**src/common/pohc_pkg.sv**
```systemverilog
// What this block does
// - per-source interrupt enables at bits 7,5,3,1
// - detector events set flags 7,5,3,1
// - flags readable; write one clears
// - input bit reads pin only if digital
// - input state register is read-only
// - digital enable turns pin buffer on
// - analog link forces buffer off in run
// - test enable keeps buffer on in run
// - direct connect keeps buffer off in run
// - pull-up when select, test, not stop
// - bypass acts only with direct connect
// - direct connect acts only with link
// - link routes pin to adc channel
// - two-bit field selects divider ratio
package pohc_pkg;
    localparam logic [11:0] ADDR_IRQ_EN   = 12'h000;
    localparam logic [11:0] ADDR_FLAGS    = 12'h004;
    localparam logic [11:0] ADDR_PIN_IN   = 12'h008;
    localparam logic [11:0] ADDR_DIG_EN   = 12'h00C;
    localparam logic [11:0] ADDR_ANA_CTL  = 12'h010;
    localparam logic [11:0] ADDR_DIV_SEL  = 12'h014;
    localparam logic [7:0]  OC_MASK       = 8'hAA;
    localparam int          BIT_TEST_EN   = 7;
    localparam int          BIT_PULL_SEL  = 6;
    localparam int          BIT_BYPASS    = 5;
    localparam int          BIT_DIRECT    = 4;
    localparam int          BIT_LINK      = 3;
    localparam int          BIT_DIG_EN    = 0;
    localparam int          BIT_PIN_IN    = 0;
    localparam int          BIT_RATIO_HI  = 1;
    localparam int          BIT_RATIO_LO  = 0;
    localparam logic [7:0]  ANA_MASK      = 8'hF8;
    localparam logic [7:0]  DIV_MASK      = 8'h03;
    localparam logic [7:0]  DIG_MASK      = 8'h01;
    localparam logic [7:0]  RST_BYTE      = 8'h00;
    typedef enum logic [1:0] {
        POHC_RATIO_HIGH,
        POHC_RATIO_LOW,
        POHC_RATIO_12
    } pohc_ratio_t;
    typedef struct packed {
        logic        buffer_enable;
        logic        pull_up;
        logic        adc_link;
        logic        direct;
        logic        bypass;
        pohc_ratio_t ratio;
    } pohc_analog_t;
endpackage

```
**src/design/pohc_top.sv**
```systemverilog
`timescale 1ns/10ps
`default_nettype none
module pohc_top (
    input  wire logic                  pclk,
    input  wire logic                  presetn,
    input  wire logic                  psel,
    input  wire logic                  penable,
    input  wire logic                  pwrite,
    input  wire logic [11:0]           paddr,
    input  wire logic [31:0]           pwdata,
    output logic      [31:0]           prdata,
    output logic                       pready,
    output logic                       pslverr,
    input  wire logic [3:0]            oc_detect,
    input  wire logic                  high_voltage_input_pin,
    input  wire logic                  stop_mode,
    output pohc_pkg::pohc_analog_t     analog_ctl,
    output logic                       irq
);
    logic [7:0]  en_q;
    logic [7:0]  en_d;
    logic [7:0]  flg_q;
    logic [7:0]  flg_d;
    logic [7:0]  dig_q;
    logic [7:0]  dig_d;
    logic [7:0]  ana_q;
    logic [7:0]  ana_d;
    logic [7:0]  div_q;
    logic [7:0]  div_d;
    logic [31:0] rd_q;
    logic [31:0] rd_d;
    logic [7:0]  ev_set;
    logic [3:0]  oc_s1_q;
    logic [3:0]  oc_s1_d;
    logic [3:0]  oc_s2_q;
    logic [3:0]  oc_s2_d;
    logic [3:0]  oc_s3_q;
    logic [3:0]  oc_s3_d;
    logic        pin_s1_q;
    logic        pin_s1_d;
    logic        pin_s2_q;
    logic        pin_s2_d;
    logic        irq_q;
    logic        irq_d;
    logic        wr;
    logic        rd;
    logic        link;
    logic        direct;
    logic        test;
    logic        buf_on;
    logic        dig_on;
    logic [7:0]  pin_state;
    logic [7:0]  pend;

    function automatic logic [7:0] spread(input logic [3:0] v);
        spread = {v[3], 1'b0, v[2], 1'b0, v[1], 1'b0, v[0], 1'b0};
    endfunction

    // one byte register in the low byte of a bus word
    function automatic logic [31:0] word_of(input logic [7:0] v);
        word_of = {24'h000000, v};
    endfunction

    // register offset match
    function automatic logic hit(input logic [11:0] a, input logic [11:0] r);
        hit = (a == r);
    endfunction

    // two-bit ratio code, upper bit dominant
    function automatic pohc_pkg::pohc_ratio_t ratio_of(input logic [7:0] v);
        if (v[pohc_pkg::BIT_RATIO_HI])
            ratio_of = pohc_pkg::POHC_RATIO_12;
        else if (v[pohc_pkg::BIT_RATIO_LO])
            ratio_of = pohc_pkg::POHC_RATIO_LOW;
        else
            ratio_of = pohc_pkg::POHC_RATIO_HIGH;
    endfunction

    assign wr = psel & penable & pwrite;
    assign rd = psel & ~penable & ~pwrite;
    assign pready = 1'b1;
    assign pslverr = 1'b0;
    assign link = ana_q[pohc_pkg::BIT_LINK];
    assign direct = ana_q[pohc_pkg::BIT_DIRECT] & link;
    assign test = ana_q[pohc_pkg::BIT_TEST_EN];
    assign dig_on = dig_q[pohc_pkg::BIT_DIG_EN];
    assign ev_set = spread(oc_s2_q & ~oc_s3_q);

    // buffer gating for run and stop modes
    always_comb begin
        buf_on = 1'b0;
        if (dig_on) begin
            if (!link)
                buf_on = 1'b1;
            else if (stop_mode)
                buf_on = 1'b1;
            else if (test && !direct)
                buf_on = 1'b1;
        end
    end

    // input bit: pin only in pure digital use
    always_comb begin
        pin_state = pohc_pkg::RST_BYTE;
        if (dig_on && !link)
            pin_state[pohc_pkg::BIT_PIN_IN] = pin_s2_q;
        else
            pin_state[pohc_pkg::BIT_PIN_IN] = 1'b1;
    end

    always_comb begin
        analog_ctl.buffer_enable = buf_on;
        analog_ctl.pull_up       = ana_q[pohc_pkg::BIT_PULL_SEL] & test & ~stop_mode;
        analog_ctl.adc_link      = link;
        analog_ctl.direct        = direct;
        analog_ctl.bypass        = ana_q[pohc_pkg::BIT_BYPASS] & direct;
        analog_ctl.ratio         = ratio_of(div_q);
    end

    always_comb begin
        en_d = en_q;
        flg_d = flg_q;
        dig_d = dig_q;
        ana_d = ana_q;
        div_d = div_q;
        rd_d = rd_q;
        if (wr) begin
            case (paddr)
                pohc_pkg::ADDR_IRQ_EN: begin
                    en_d = pwdata[7:0] & pohc_pkg::OC_MASK;
                end
                pohc_pkg::ADDR_FLAGS: begin
                    flg_d = flg_q & ~(pwdata[7:0] & pohc_pkg::OC_MASK);
                end
                pohc_pkg::ADDR_DIG_EN: begin
                    dig_d = pwdata[7:0] & pohc_pkg::DIG_MASK;
                end
                pohc_pkg::ADDR_ANA_CTL: begin
                    ana_d = pwdata[7:0] & pohc_pkg::ANA_MASK;
                end
                pohc_pkg::ADDR_DIV_SEL: begin
                    div_d = pwdata[7:0] & pohc_pkg::DIV_MASK;
                end
                default: begin
                    // input state and unmapped: write ignored
                end
            endcase
        end
        flg_d = flg_d | ev_set;
        if (rd) begin
            case (paddr)
                pohc_pkg::ADDR_IRQ_EN: begin
                    rd_d = word_of(en_q);
                end
                pohc_pkg::ADDR_FLAGS: begin
                    rd_d = word_of(flg_q);
                end
                pohc_pkg::ADDR_PIN_IN: begin
                    rd_d = word_of(pin_state);
                end
                pohc_pkg::ADDR_DIG_EN: begin
                    rd_d = word_of(dig_q);
                end
                pohc_pkg::ADDR_ANA_CTL: begin
                    rd_d = word_of(ana_q);
                end
                pohc_pkg::ADDR_DIV_SEL: begin
                    rd_d = word_of(div_q);
                end
                default: begin
                    rd_d = 32'h00000000;
                end
            endcase
        end
    end

    // detector and pin synchronisers, third detector stage for edges
    always_comb begin
        oc_s1_d  = oc_detect;
        oc_s2_d  = oc_s1_q;
        oc_s3_d  = oc_s2_q;
        pin_s1_d = high_voltage_input_pin;
        pin_s2_d = pin_s1_q;
    end

    always_ff @(posedge pclk or negedge presetn) begin
        if (!presetn) begin
            oc_s1_q  <= 4'h0;
            oc_s2_q  <= 4'h0;
            oc_s3_q  <= 4'h0;
            pin_s1_q <= 1'b1;
            pin_s2_q <= 1'b1;
        end else begin
            oc_s1_q  <= oc_s1_d;
            oc_s2_q  <= oc_s2_d;
            oc_s3_q  <= oc_s3_d;
            pin_s1_q <= pin_s1_d;
            pin_s2_q <= pin_s2_d;
        end
    end

    // register group
    always_ff @(posedge pclk or negedge presetn) begin
        if (!presetn) begin
            en_q  <= pohc_pkg::RST_BYTE;
            flg_q <= pohc_pkg::RST_BYTE;
            dig_q <= pohc_pkg::RST_BYTE;
            ana_q <= pohc_pkg::RST_BYTE;
            div_q <= pohc_pkg::RST_BYTE;
            rd_q  <= 32'h00000000;
        end else begin
            en_q  <= en_d;
            flg_q <= flg_d;
            dig_q <= dig_d;
            ana_q <= ana_d;
            div_q <= div_d;
            rd_q  <= rd_d;
        end
    end

    // request registered from next-state flags, no extra lag
    always_comb begin
        pend  = flg_d & en_d;
        irq_d = |pend;
    end

    always_ff @(posedge pclk or negedge presetn) begin
        if (!presetn) begin
            irq_q <= 1'b0;
        end else begin
            irq_q <= irq_d;
        end
    end

    assign irq    = irq_q;
    assign prdata = rd_q;

    // interrupt and flag checks
    AST_IRQ_FOLLOWS: assert property (@(posedge pclk) disable iff (!presetn)
        irq == |(flg_q & en_q))
        else $error("irq does not follow enabled flags");

    AST_FLAG_SET: assert property (@(posedge pclk) disable iff (!presetn)
        (ev_set[7]) |=> flg_q[7])
        else $error("event did not set flag");

    AST_FLAG_SET_ALL: assert property (@(posedge pclk) disable iff (!presetn)
        (ev_set != 8'h00) |=> ((flg_q & $past(ev_set)) == $past(ev_set)))
        else $error("event lost against clear");

    AST_FLAG_SOURCES: assert property (@(posedge pclk) disable iff (!presetn)
        (flg_q & ~pohc_pkg::OC_MASK) == 8'h00)
        else $error("flag outside monitored sources");

    AST_W1C: assert property (@(posedge pclk) disable iff (!presetn)
        (wr && hit(paddr, pohc_pkg::ADDR_FLAGS) && pwdata[5] && !ev_set[5]) |=> !flg_q[5])
        else $error("write one did not clear flag");

    AST_W0_KEEP: assert property (@(posedge pclk) disable iff (!presetn)
        (flg_q[3] && !(wr && hit(paddr, pohc_pkg::ADDR_FLAGS) && pwdata[3])) |=> flg_q[3])
        else $error("flag lost without clear");

    AST_EN_MASK: assert property (@(posedge pclk) disable iff (!presetn)
        (en_d == 8'h00) |=> !irq)
        else $error("masked flag raised irq");

    AST_EN_BITS: assert property (@(posedge pclk) disable iff (!presetn)
        (en_q & ~pohc_pkg::OC_MASK) == 8'h00)
        else $error("enable outside monitored sources");

    // input state checks
    AST_PIN_ONE: assert property (@(posedge pclk) disable iff (!presetn)
        (!dig_on || link) |-> pin_state[pohc_pkg::BIT_PIN_IN])
        else $error("pin bit not one while non-digital");

    AST_PIN_FOLLOW: assert property (@(posedge pclk) disable iff (!presetn)
        (dig_on && !link) |-> (pin_state[pohc_pkg::BIT_PIN_IN] == pin_s2_q))
        else $error("pin bit not synced pin");

    AST_PIN_UPPER: assert property (@(posedge pclk) disable iff (!presetn)
        pin_state[7:1] == 7'h00)
        else $error("unused input bits not zero");

    AST_RO: assert property (@(posedge pclk) disable iff (!presetn)
        (wr && hit(paddr, pohc_pkg::ADDR_PIN_IN)) |=> $stable(dig_q) && $stable(ana_q))
        else $error("write to input state changed state");

    AST_RO_OTHER: assert property (@(posedge pclk) disable iff (!presetn)
        (wr && hit(paddr, pohc_pkg::ADDR_PIN_IN)) |=> $stable(en_q) && $stable(div_q))
        else $error("write to input state changed control");

    // buffer and analog path checks
    AST_DIG_OFF: assert property (@(posedge pclk) disable iff (!presetn)
        !dig_on |-> !analog_ctl.buffer_enable)
        else $error("buffer on without digital enable");

    AST_DIG_ON: assert property (@(posedge pclk) disable iff (!presetn)
        (dig_on && !link) |-> analog_ctl.buffer_enable)
        else $error("buffer off in digital use");

    AST_BUF_RUN_OFF: assert property (@(posedge pclk) disable iff (!presetn)
        (link && !stop_mode && !test) |-> !analog_ctl.buffer_enable)
        else $error("buffer on under analog link");

    AST_BUF_STOP: assert property (@(posedge pclk) disable iff (!presetn)
        (dig_on && stop_mode) |-> analog_ctl.buffer_enable)
        else $error("buffer off in stop with enable");

    AST_BUF_STOP_OFF: assert property (@(posedge pclk) disable iff (!presetn)
        (!dig_on && stop_mode) |-> !analog_ctl.buffer_enable)
        else $error("buffer on in stop without enable");

    AST_TEST_BUF: assert property (@(posedge pclk) disable iff (!presetn)
        (dig_on && link && test && !direct && !stop_mode) |-> analog_ctl.buffer_enable)
        else $error("test enable did not hold buffer");

    AST_TEST_STOP: assert property (@(posedge pclk) disable iff (!presetn)
        stop_mode |-> (analog_ctl.buffer_enable == dig_on))
        else $error("test enable acted in stop");

    AST_DIRECT_OFF: assert property (@(posedge pclk) disable iff (!presetn)
        (direct && !stop_mode) |-> !analog_ctl.buffer_enable)
        else $error("buffer on in direct mode");

    AST_PULL: assert property (@(posedge pclk) disable iff (!presetn)
        analog_ctl.pull_up |-> (test && !stop_mode))
        else $error("pull-up outside test run");

    AST_PULL_ON: assert property (@(posedge pclk) disable iff (!presetn)
        (ana_q[pohc_pkg::BIT_PULL_SEL] && test && !stop_mode) |-> analog_ctl.pull_up)
        else $error("pull-up missing in test run");

    AST_BYPASS: assert property (@(posedge pclk) disable iff (!presetn)
        analog_ctl.bypass |-> (link && ana_q[pohc_pkg::BIT_DIRECT]))
        else $error("bypass without direct link");

    AST_BYPASS_ON: assert property (@(posedge pclk) disable iff (!presetn)
        (link && ana_q[pohc_pkg::BIT_DIRECT] && ana_q[pohc_pkg::BIT_BYPASS]) |-> analog_ctl.bypass)
        else $error("bypass missing in direct link");

    AST_DIRECT_LINK: assert property (@(posedge pclk) disable iff (!presetn)
        analog_ctl.direct == (link && ana_q[pohc_pkg::BIT_DIRECT]))
        else $error("direct path outside analog link");

    AST_LINK: assert property (@(posedge pclk) disable iff (!presetn)
        analog_ctl.adc_link == ana_q[pohc_pkg::BIT_LINK])
        else $error("adc link does not follow control");

    // divider ratio checks
    AST_RATIO_12: assert property (@(posedge pclk) disable iff (!presetn)
        div_q[pohc_pkg::BIT_RATIO_HI] |-> (analog_ctl.ratio == pohc_pkg::POHC_RATIO_12))
        else $error("ratio code 1x wrong");

    AST_RATIO_LOW: assert property (@(posedge pclk) disable iff (!presetn)
        (!div_q[pohc_pkg::BIT_RATIO_HI] && div_q[pohc_pkg::BIT_RATIO_LO])
        |-> (analog_ctl.ratio == pohc_pkg::POHC_RATIO_LOW))
        else $error("ratio code 01 wrong");

    AST_RATIO_HIGH: assert property (@(posedge pclk) disable iff (!presetn)
        (!div_q[pohc_pkg::BIT_RATIO_HI] && !div_q[pohc_pkg::BIT_RATIO_LO])
        |-> (analog_ctl.ratio == pohc_pkg::POHC_RATIO_HIGH))
        else $error("ratio code 00 wrong");

    AST_DIV_BITS: assert property (@(posedge pclk) disable iff (!presetn)
        (div_q & ~pohc_pkg::DIV_MASK) == 8'h00)
        else $error("divider register outside field");

    COV_IRQ: cover property (@(posedge pclk) disable iff (!presetn) $rose(irq));
    COV_CLEAR: cover property (@(posedge pclk) disable iff (!presetn) flg_q[7] ##1 !flg_q[7]);
    COV_TEST_BUF: cover property (@(posedge pclk) disable iff (!presetn) link && buf_on && !stop_mode);
    COV_STOP_BUF: cover property (@(posedge pclk) disable iff (!presetn) link && buf_on && stop_mode);
    COV_PIN_READ: cover property (@(posedge pclk) disable iff (!presetn)
        rd && hit(paddr, pohc_pkg::ADDR_PIN_IN) && dig_on && !link);
endmodule
`default_nettype wire

```
**config.mk**
```make
export PLATFORM = sky130hd
export DESIGN_NAME = pohc_top
export DESIGN_NICKNAME = d
export VERILOG_FILES = /design/src/common/pohc_pkg.sv /design/src/design/pohc_top.sv
export SDC_FILE = /design/constraint.sdc
export NUM_CORES = 1
export LEC_CHECK = 0
export BUFFER_PORTS_ARGS = -buffer_cell sky130_fd_sc_hd__buf_2
export CORE_ASPECT_RATIO = 0.6
export CORE_MARGIN = 2
export CORE_UTILIZATION = 40
export CTS_CLUSTER_SIZE = 14
export DETAILED_ROUTE_END_ITERATION = 10
export GPL_TIMING_DRIVEN = 1
export PLACE_DENSITY = 0.76
export SLEW_MARGIN = 20
export SYNTH_ARGS = -nofsm -noshare
export SYNTH_HDL_FRONTEND = slang
export SYNTH_SLANG_ARGS = --single-unit
```
**constraint.sdc**
```tcl
create_clock -name pclk -period 1.2 [get_ports pclk]
set_clock_uncertainty 0.1 [all_clocks]
set_input_delay 0.24 -clock pclk [delete_from_list [all_inputs] [get_ports pclk]]
set_output_delay 0.24 -clock pclk [all_outputs]
set_load 0.005 [all_outputs]
```
Yosys cells after proc, flatten, opt, wreduce, memory -nomap -nowiden
Cells that the tools add are included.
Widths: inputs -> output; s select.
- bits in registers: 71
- logic and storage cells: 55
- bits of input ports: 55
- muxes and demuxes: 12
- bitwise operators: 17
- equality and inequality tests: 5
- reduce and logical (&&, ||, !) cells: 9
- operators with widths (cell ; count):
    $pmux 8 s6 ; 1
    $mux 8 ; 4
    $eq 12x4->1 const B ; 2
    $eq 12x5->1 const B ; 2
    $and 8x8->8 ; 2
    $eq 12x3->1 const B ; 1
    $logic_not 12->1 ; 1
    $and 1x1->1 ; 8
    $not 8->8 ; 1
    $or 8x8->8 ; 1
    $reduce_or 8->1 ; 1
    $mux 1 ; 6
    $reduce_and 2->1 ; 3
    $and 4x4->4 ; 1
    $not 4->4 ; 1
    $not 1->1 ; 3
    $logic_and 1x1->1 ; 2
    $logic_not 1->1 ; 2
    $mux 2 ; 1

Depth between registers and ports, before layout
- depth after elaboration: 7
- depth in mapped cells: 7
- gate-level depth less buffers: 5

Worst setup path after synthesis
No wires, ideal clock.
- path type: input to register
- start: input paddr[9]
- end: register ana_q[3]
- library setup time: 125 ps
- slack: -1247 ps
- arrival time: 2222 ps
- cell stages on the path: 6
- path through: or4_4 > or4_4 > or2_1 > buf_6 > nor4_4 > mux2_2
- word-level cells in the longest chain between the ends: 2
- RTL lines (item ; line ; source):
    from (decl) ; pohc_top.sv:9 ; input wire logic [11:0] paddr,
    $eq 12x5->1 ; pohc_top.sv:128 ; case (paddr)
    $reduce_and 2->1 (no line) ; - ;
    to (signal assigned) ; pohc_top.sv:208 ; ana_q <= pohc_pkg::RST_BYTE;
    to (signal assigned) ; pohc_top.sv:215 ; ana_q <= ana_d;
    to (decl) ; pohc_top.sv:26 ; logic [7:0] ana_q;
Every way passes these cells.
A chain may end at the register's enable or synchronous reset.

Worst setup path after layout
- start: input paddr[9]
- end: register div_q[1]
- word-level cells in the longest chain between the ends: 2
- RTL lines (item ; line ; source):
    $eq 12x5->1 ; pohc_top.sv:128 ;
    $reduce_and 2->1 (no line) ; - ;
    to (signal assigned) ; pohc_top.sv:209 ; div_q <= pohc_pkg::RST_BYTE;
    to (signal assigned) ; pohc_top.sv:216 ; div_q <= div_d;
    to (decl) ; pohc_top.sv:28 ; logic [7:0] div_q;
Every way passes these cells.

==> impl_metrics.csv <==
group,metric,value,unit
outcome,status,"complete, but fails checks",
outcome,failed_checks,"setup timing",
placement,routabilityCongestion,0.810,
placement,io_buffers,44,
synth,synth_commonest_cells,"dfrtp_1, buf_4, mux2_2",
pwr,combPwrFrac,0.093,
synth,synth_flop_cell,"dfrtp_1",
placement,dp_cells,279,
pwr,p_total,2.60,mW
placement,hpwlAfterDp,2700,um
timing,worst_slack,-0.977,ns
synth,netlist_instances,164,
finish,syn_to_final_growth,40.3,%
synth,synthMuxAreaShare,0.0952,
timing,hold_viol,0,
cts,cts_tree,"yes",
finish,fillers,389,
synth,synth_compound_area_frac,0.0816,
synth,synth_area,1840,sq um
cts,clock-sinks,38,
drt,wl_per_cell,13.3,um
synth,synthAdderAreaFrac,0,
worst_hold_path,hold_path_class,"in2reg",
synth,synth-simple-area-share,0.151,
pwr,swShare,0.222,
floorplan,die_y,56.5,um
setup_path,r2r_start,"pin_s2_q",
setup_path,worst-setup-path-type,"in2reg",
global_route,grt_overflow,0,
drt,drt_iter0_markers,60,
cts,cts_max_level,2,
synth,ys_warn_count,0,
timing,rsz0062_at_grt,"true",
timing,setup_violations,30,
floorplan,die_w,91.5,um
global_route,grt_antenna_before_repair,0,
floorplan,die_area,5170,sq um
pwr,seq_power_share,0.505,
setup_path,cp.arrival,2.25,ns
synth,seq_area_frac_synth,0.518,
timing,period_minus_slack,2.18,ns
setup_path,cp_max_fo,2,
drt,routed_wirelength,3960,um
synth,synth_cell_types,37,
pwr,p_int,2.02,mW
pwr,power_density,1010,nW/um^2
synth,synth_most_common_cell,"dfrtp_1",
global_route,grt_usage,0.155,
timing,max_freq,0.459,GHz
drt,drc,0,
synth,synth_top_area_frac,0.490,
synth,avgSynthCellArea,11.2,sq um
synth,synthXorXnorAreaFrac,0,
cts,clk_pin_slew_worst_paths,0.07,ns
pwr,ir_drop,0.746,mV
floorplan,core,4490,sq um
pwr,p_leak,1.27,nW
worst_hold_path,min_path_cells,2,
finish,regArea,953,sq um
setup_path,endpoint_kind,"flop",
worst_hold_path,hold_start,"pwdata[6]",
cts,clockBufferDepth,2,
floorplan,initial_core_util,0.409,
synth,synth_area_leaders,"dfrtp_1, buf_4, mux2_2",
setup_path,worstReg2RegEnd,"prdata[0]",
finish,fin_util,0.574,
setup_path,reg2reg_depth,5,
cts,cts_root_buffer,"clkbuf_8",
synth,synth_edf_count,0,
finish,drive_gt1_frac,0.521,
setup_path,critPathLaunchType,"input pin",
floorplan,ios,97,
global_route,grt_pass1_vias,1297,
pwr,clock_power_share,0.402,
drt,via_count,1357,
drt,ant_nets,0,
cts,cts_made_buffers,5,
drt,drt_first_pass_iters,6,
finish,finalNetCount,290,
timing,min_period_over_period,1.81,
global_route,grt_max_degree,31,
synth,synth_top_family_by_area,"simple AND/OR/NAND/NOR gates",
setup_path,required,1.27,ns
synth,synth_top_area_cell,"dfrtp_1",
global_route,grt_pass1_wl,6070,um
synth,synth_seq_cells,38,
synth,synthArstFlopShare,1.00,
setup_path,r2r_slack,-0.20,ns
floorplan,rows,19,
finish,antenna_cells,0,
cts,worst_skew_pair.late_latency,0.29,ns
finish,multi_input_area,886,sq um
flow_run,cap_violations,0,
worst_hold_path,hold_end,"ana_q[6]",
finish,final_cells,299,
timing,report.final.slew_viol_count,0,
pwr,power_switching,577,uW
drt,viasPerCell,4.54,
==> routing by layer <==
metal / wire length, um / track usage / vias to the layer above
li1: - / - / 645
met5: 0 / 0 / -
met1: 1840 / 0.215 / 654
met2: 1720 / 0.218 / 52
met4: 68 / 0.0714 / 0
met3: 328 / 0.0537 / 6
==> registers in the layout, summed over array words and instances, names as in the netlist <==
| register | cells |
|---|---|
| prdata | 7 |
| oc_s3_q | 4 |
| irq | 1 |
| oc_s2_q | 4 |
| ana_q | 5 |
| flg_q | 4 |
| dig_q | 1 |
| pin_s1_q | 1 |
| en_q | 4 |
| pin_s2_q | 1 |
| oc_s1_q | 4 |
| div_q | 2 |
==> power by group through the flow <==
stage          registers [mW]  clock network [mW]  logic, mW
6_report                 1.31                1.05      0.241
5_1_grt                  1.32                1.12      0.266
4_1_cts                  1.32                1.07      0.229
3_5_place_dp             1.34                   0      0.197
3_3_place_gp             1.34                   0      0.195
2_1_floorplan            1.34                   0      0.141
==> worst max-delay path, stage by stage <==
cell and delay (ns):
buf_6 0.09, or4_4 0.53, or4_4 0.50, or2_4 0.26
buf_4 0.15, nor3_4 0.16, mux2_4 0.32
==> logic make-up (layout without fill, tap and decap cells) <==
logic type      Yosys count  after routing
buf+inv                  39             86
flops                    38             38
other cells               2             27
mux                      16             16
compound gates           23             23
simple gates             46             46
==> worst max-delay path by stage <==
stage / slack, ns / depth (start not counted) / from / to
5_1_grt: -1.00 / 7 / paddr[9] / ana_q[5]
3_3_place_gp: -1.30 / 7 / paddr[9] / ana_q[6]
3_5_place_dp: -1.32 / 7 / paddr[9] / ana_q[7]
4_1_cts: -0.98 / 7 / paddr[9] / ana_q[3]
2_1_floorplan: -1.25 / 6 / paddr[9] / ana_q[3]
6_report: -0.98 / 7 / paddr[9] / div_q[1]
==> cell usage in the layout (no fill, tap or decap), drive strengths merged <==
cell type	n
or4	4
o31ai	4
conb	27
nor2b	7
a31oi	2
nand3	3
nor2	7
nor4	2
clkinv	2
a21oi	3
a21boi	4
or2	5
a2111oi	1
and2	1
and3	1
clkbuf	5
mux2i	4
o31a	1
dfstp	2
bufinv	1
or3b	1
nor3	3
nand2	7
o21ai	6
a211oi	1
dfrtp	36
nand4	2
nand4b	1
dlygate4sd3	6
buf	70
nand2b	1
mux2	12
a21o	1
inv	2
or3	1
==> final cells by class <==
cell class,count,area share
clock buffer,5,0.0267
clock inverter,3,0.0155
inverter,2,0.00291
multi-input combinational,112,0.343
sequential,38,0.370
tap,63,0.0306
timing repair buffer,76,0.211
==> stage by stage <==
| step | setup slack (ns) | TNS, ns | instance area, sq um | hold slack (ns) |
|---|---|---|---|---|
| after global routing | -1.00 | -21.42 | 2580 | 0.0900 |
| final | -0.977 | -20.35 | 2580 | 0.0862 |
| after floorplan | -1.25 | -20.83 | 1960 | -0.156 |
| after global placement | -1.30 | -25.54 | 2140 | 0.00799 |
| after detailed placement | -1.32 | -25.66 | 2140 | 0.0148 |
| after CTS | -0.977 | -18.25 | 2460 | 0.0781 |
==> timing repair <==
item	in CTS	in global routing
pin swaps	6	3
hold endpoints to repair	42	0
setup endpoints to repair	30	31
hold buffers	6	0
resized for setup	33	26
buffers inserted	2	5
No activity file was read; power rests on OpenSTA's default activity.
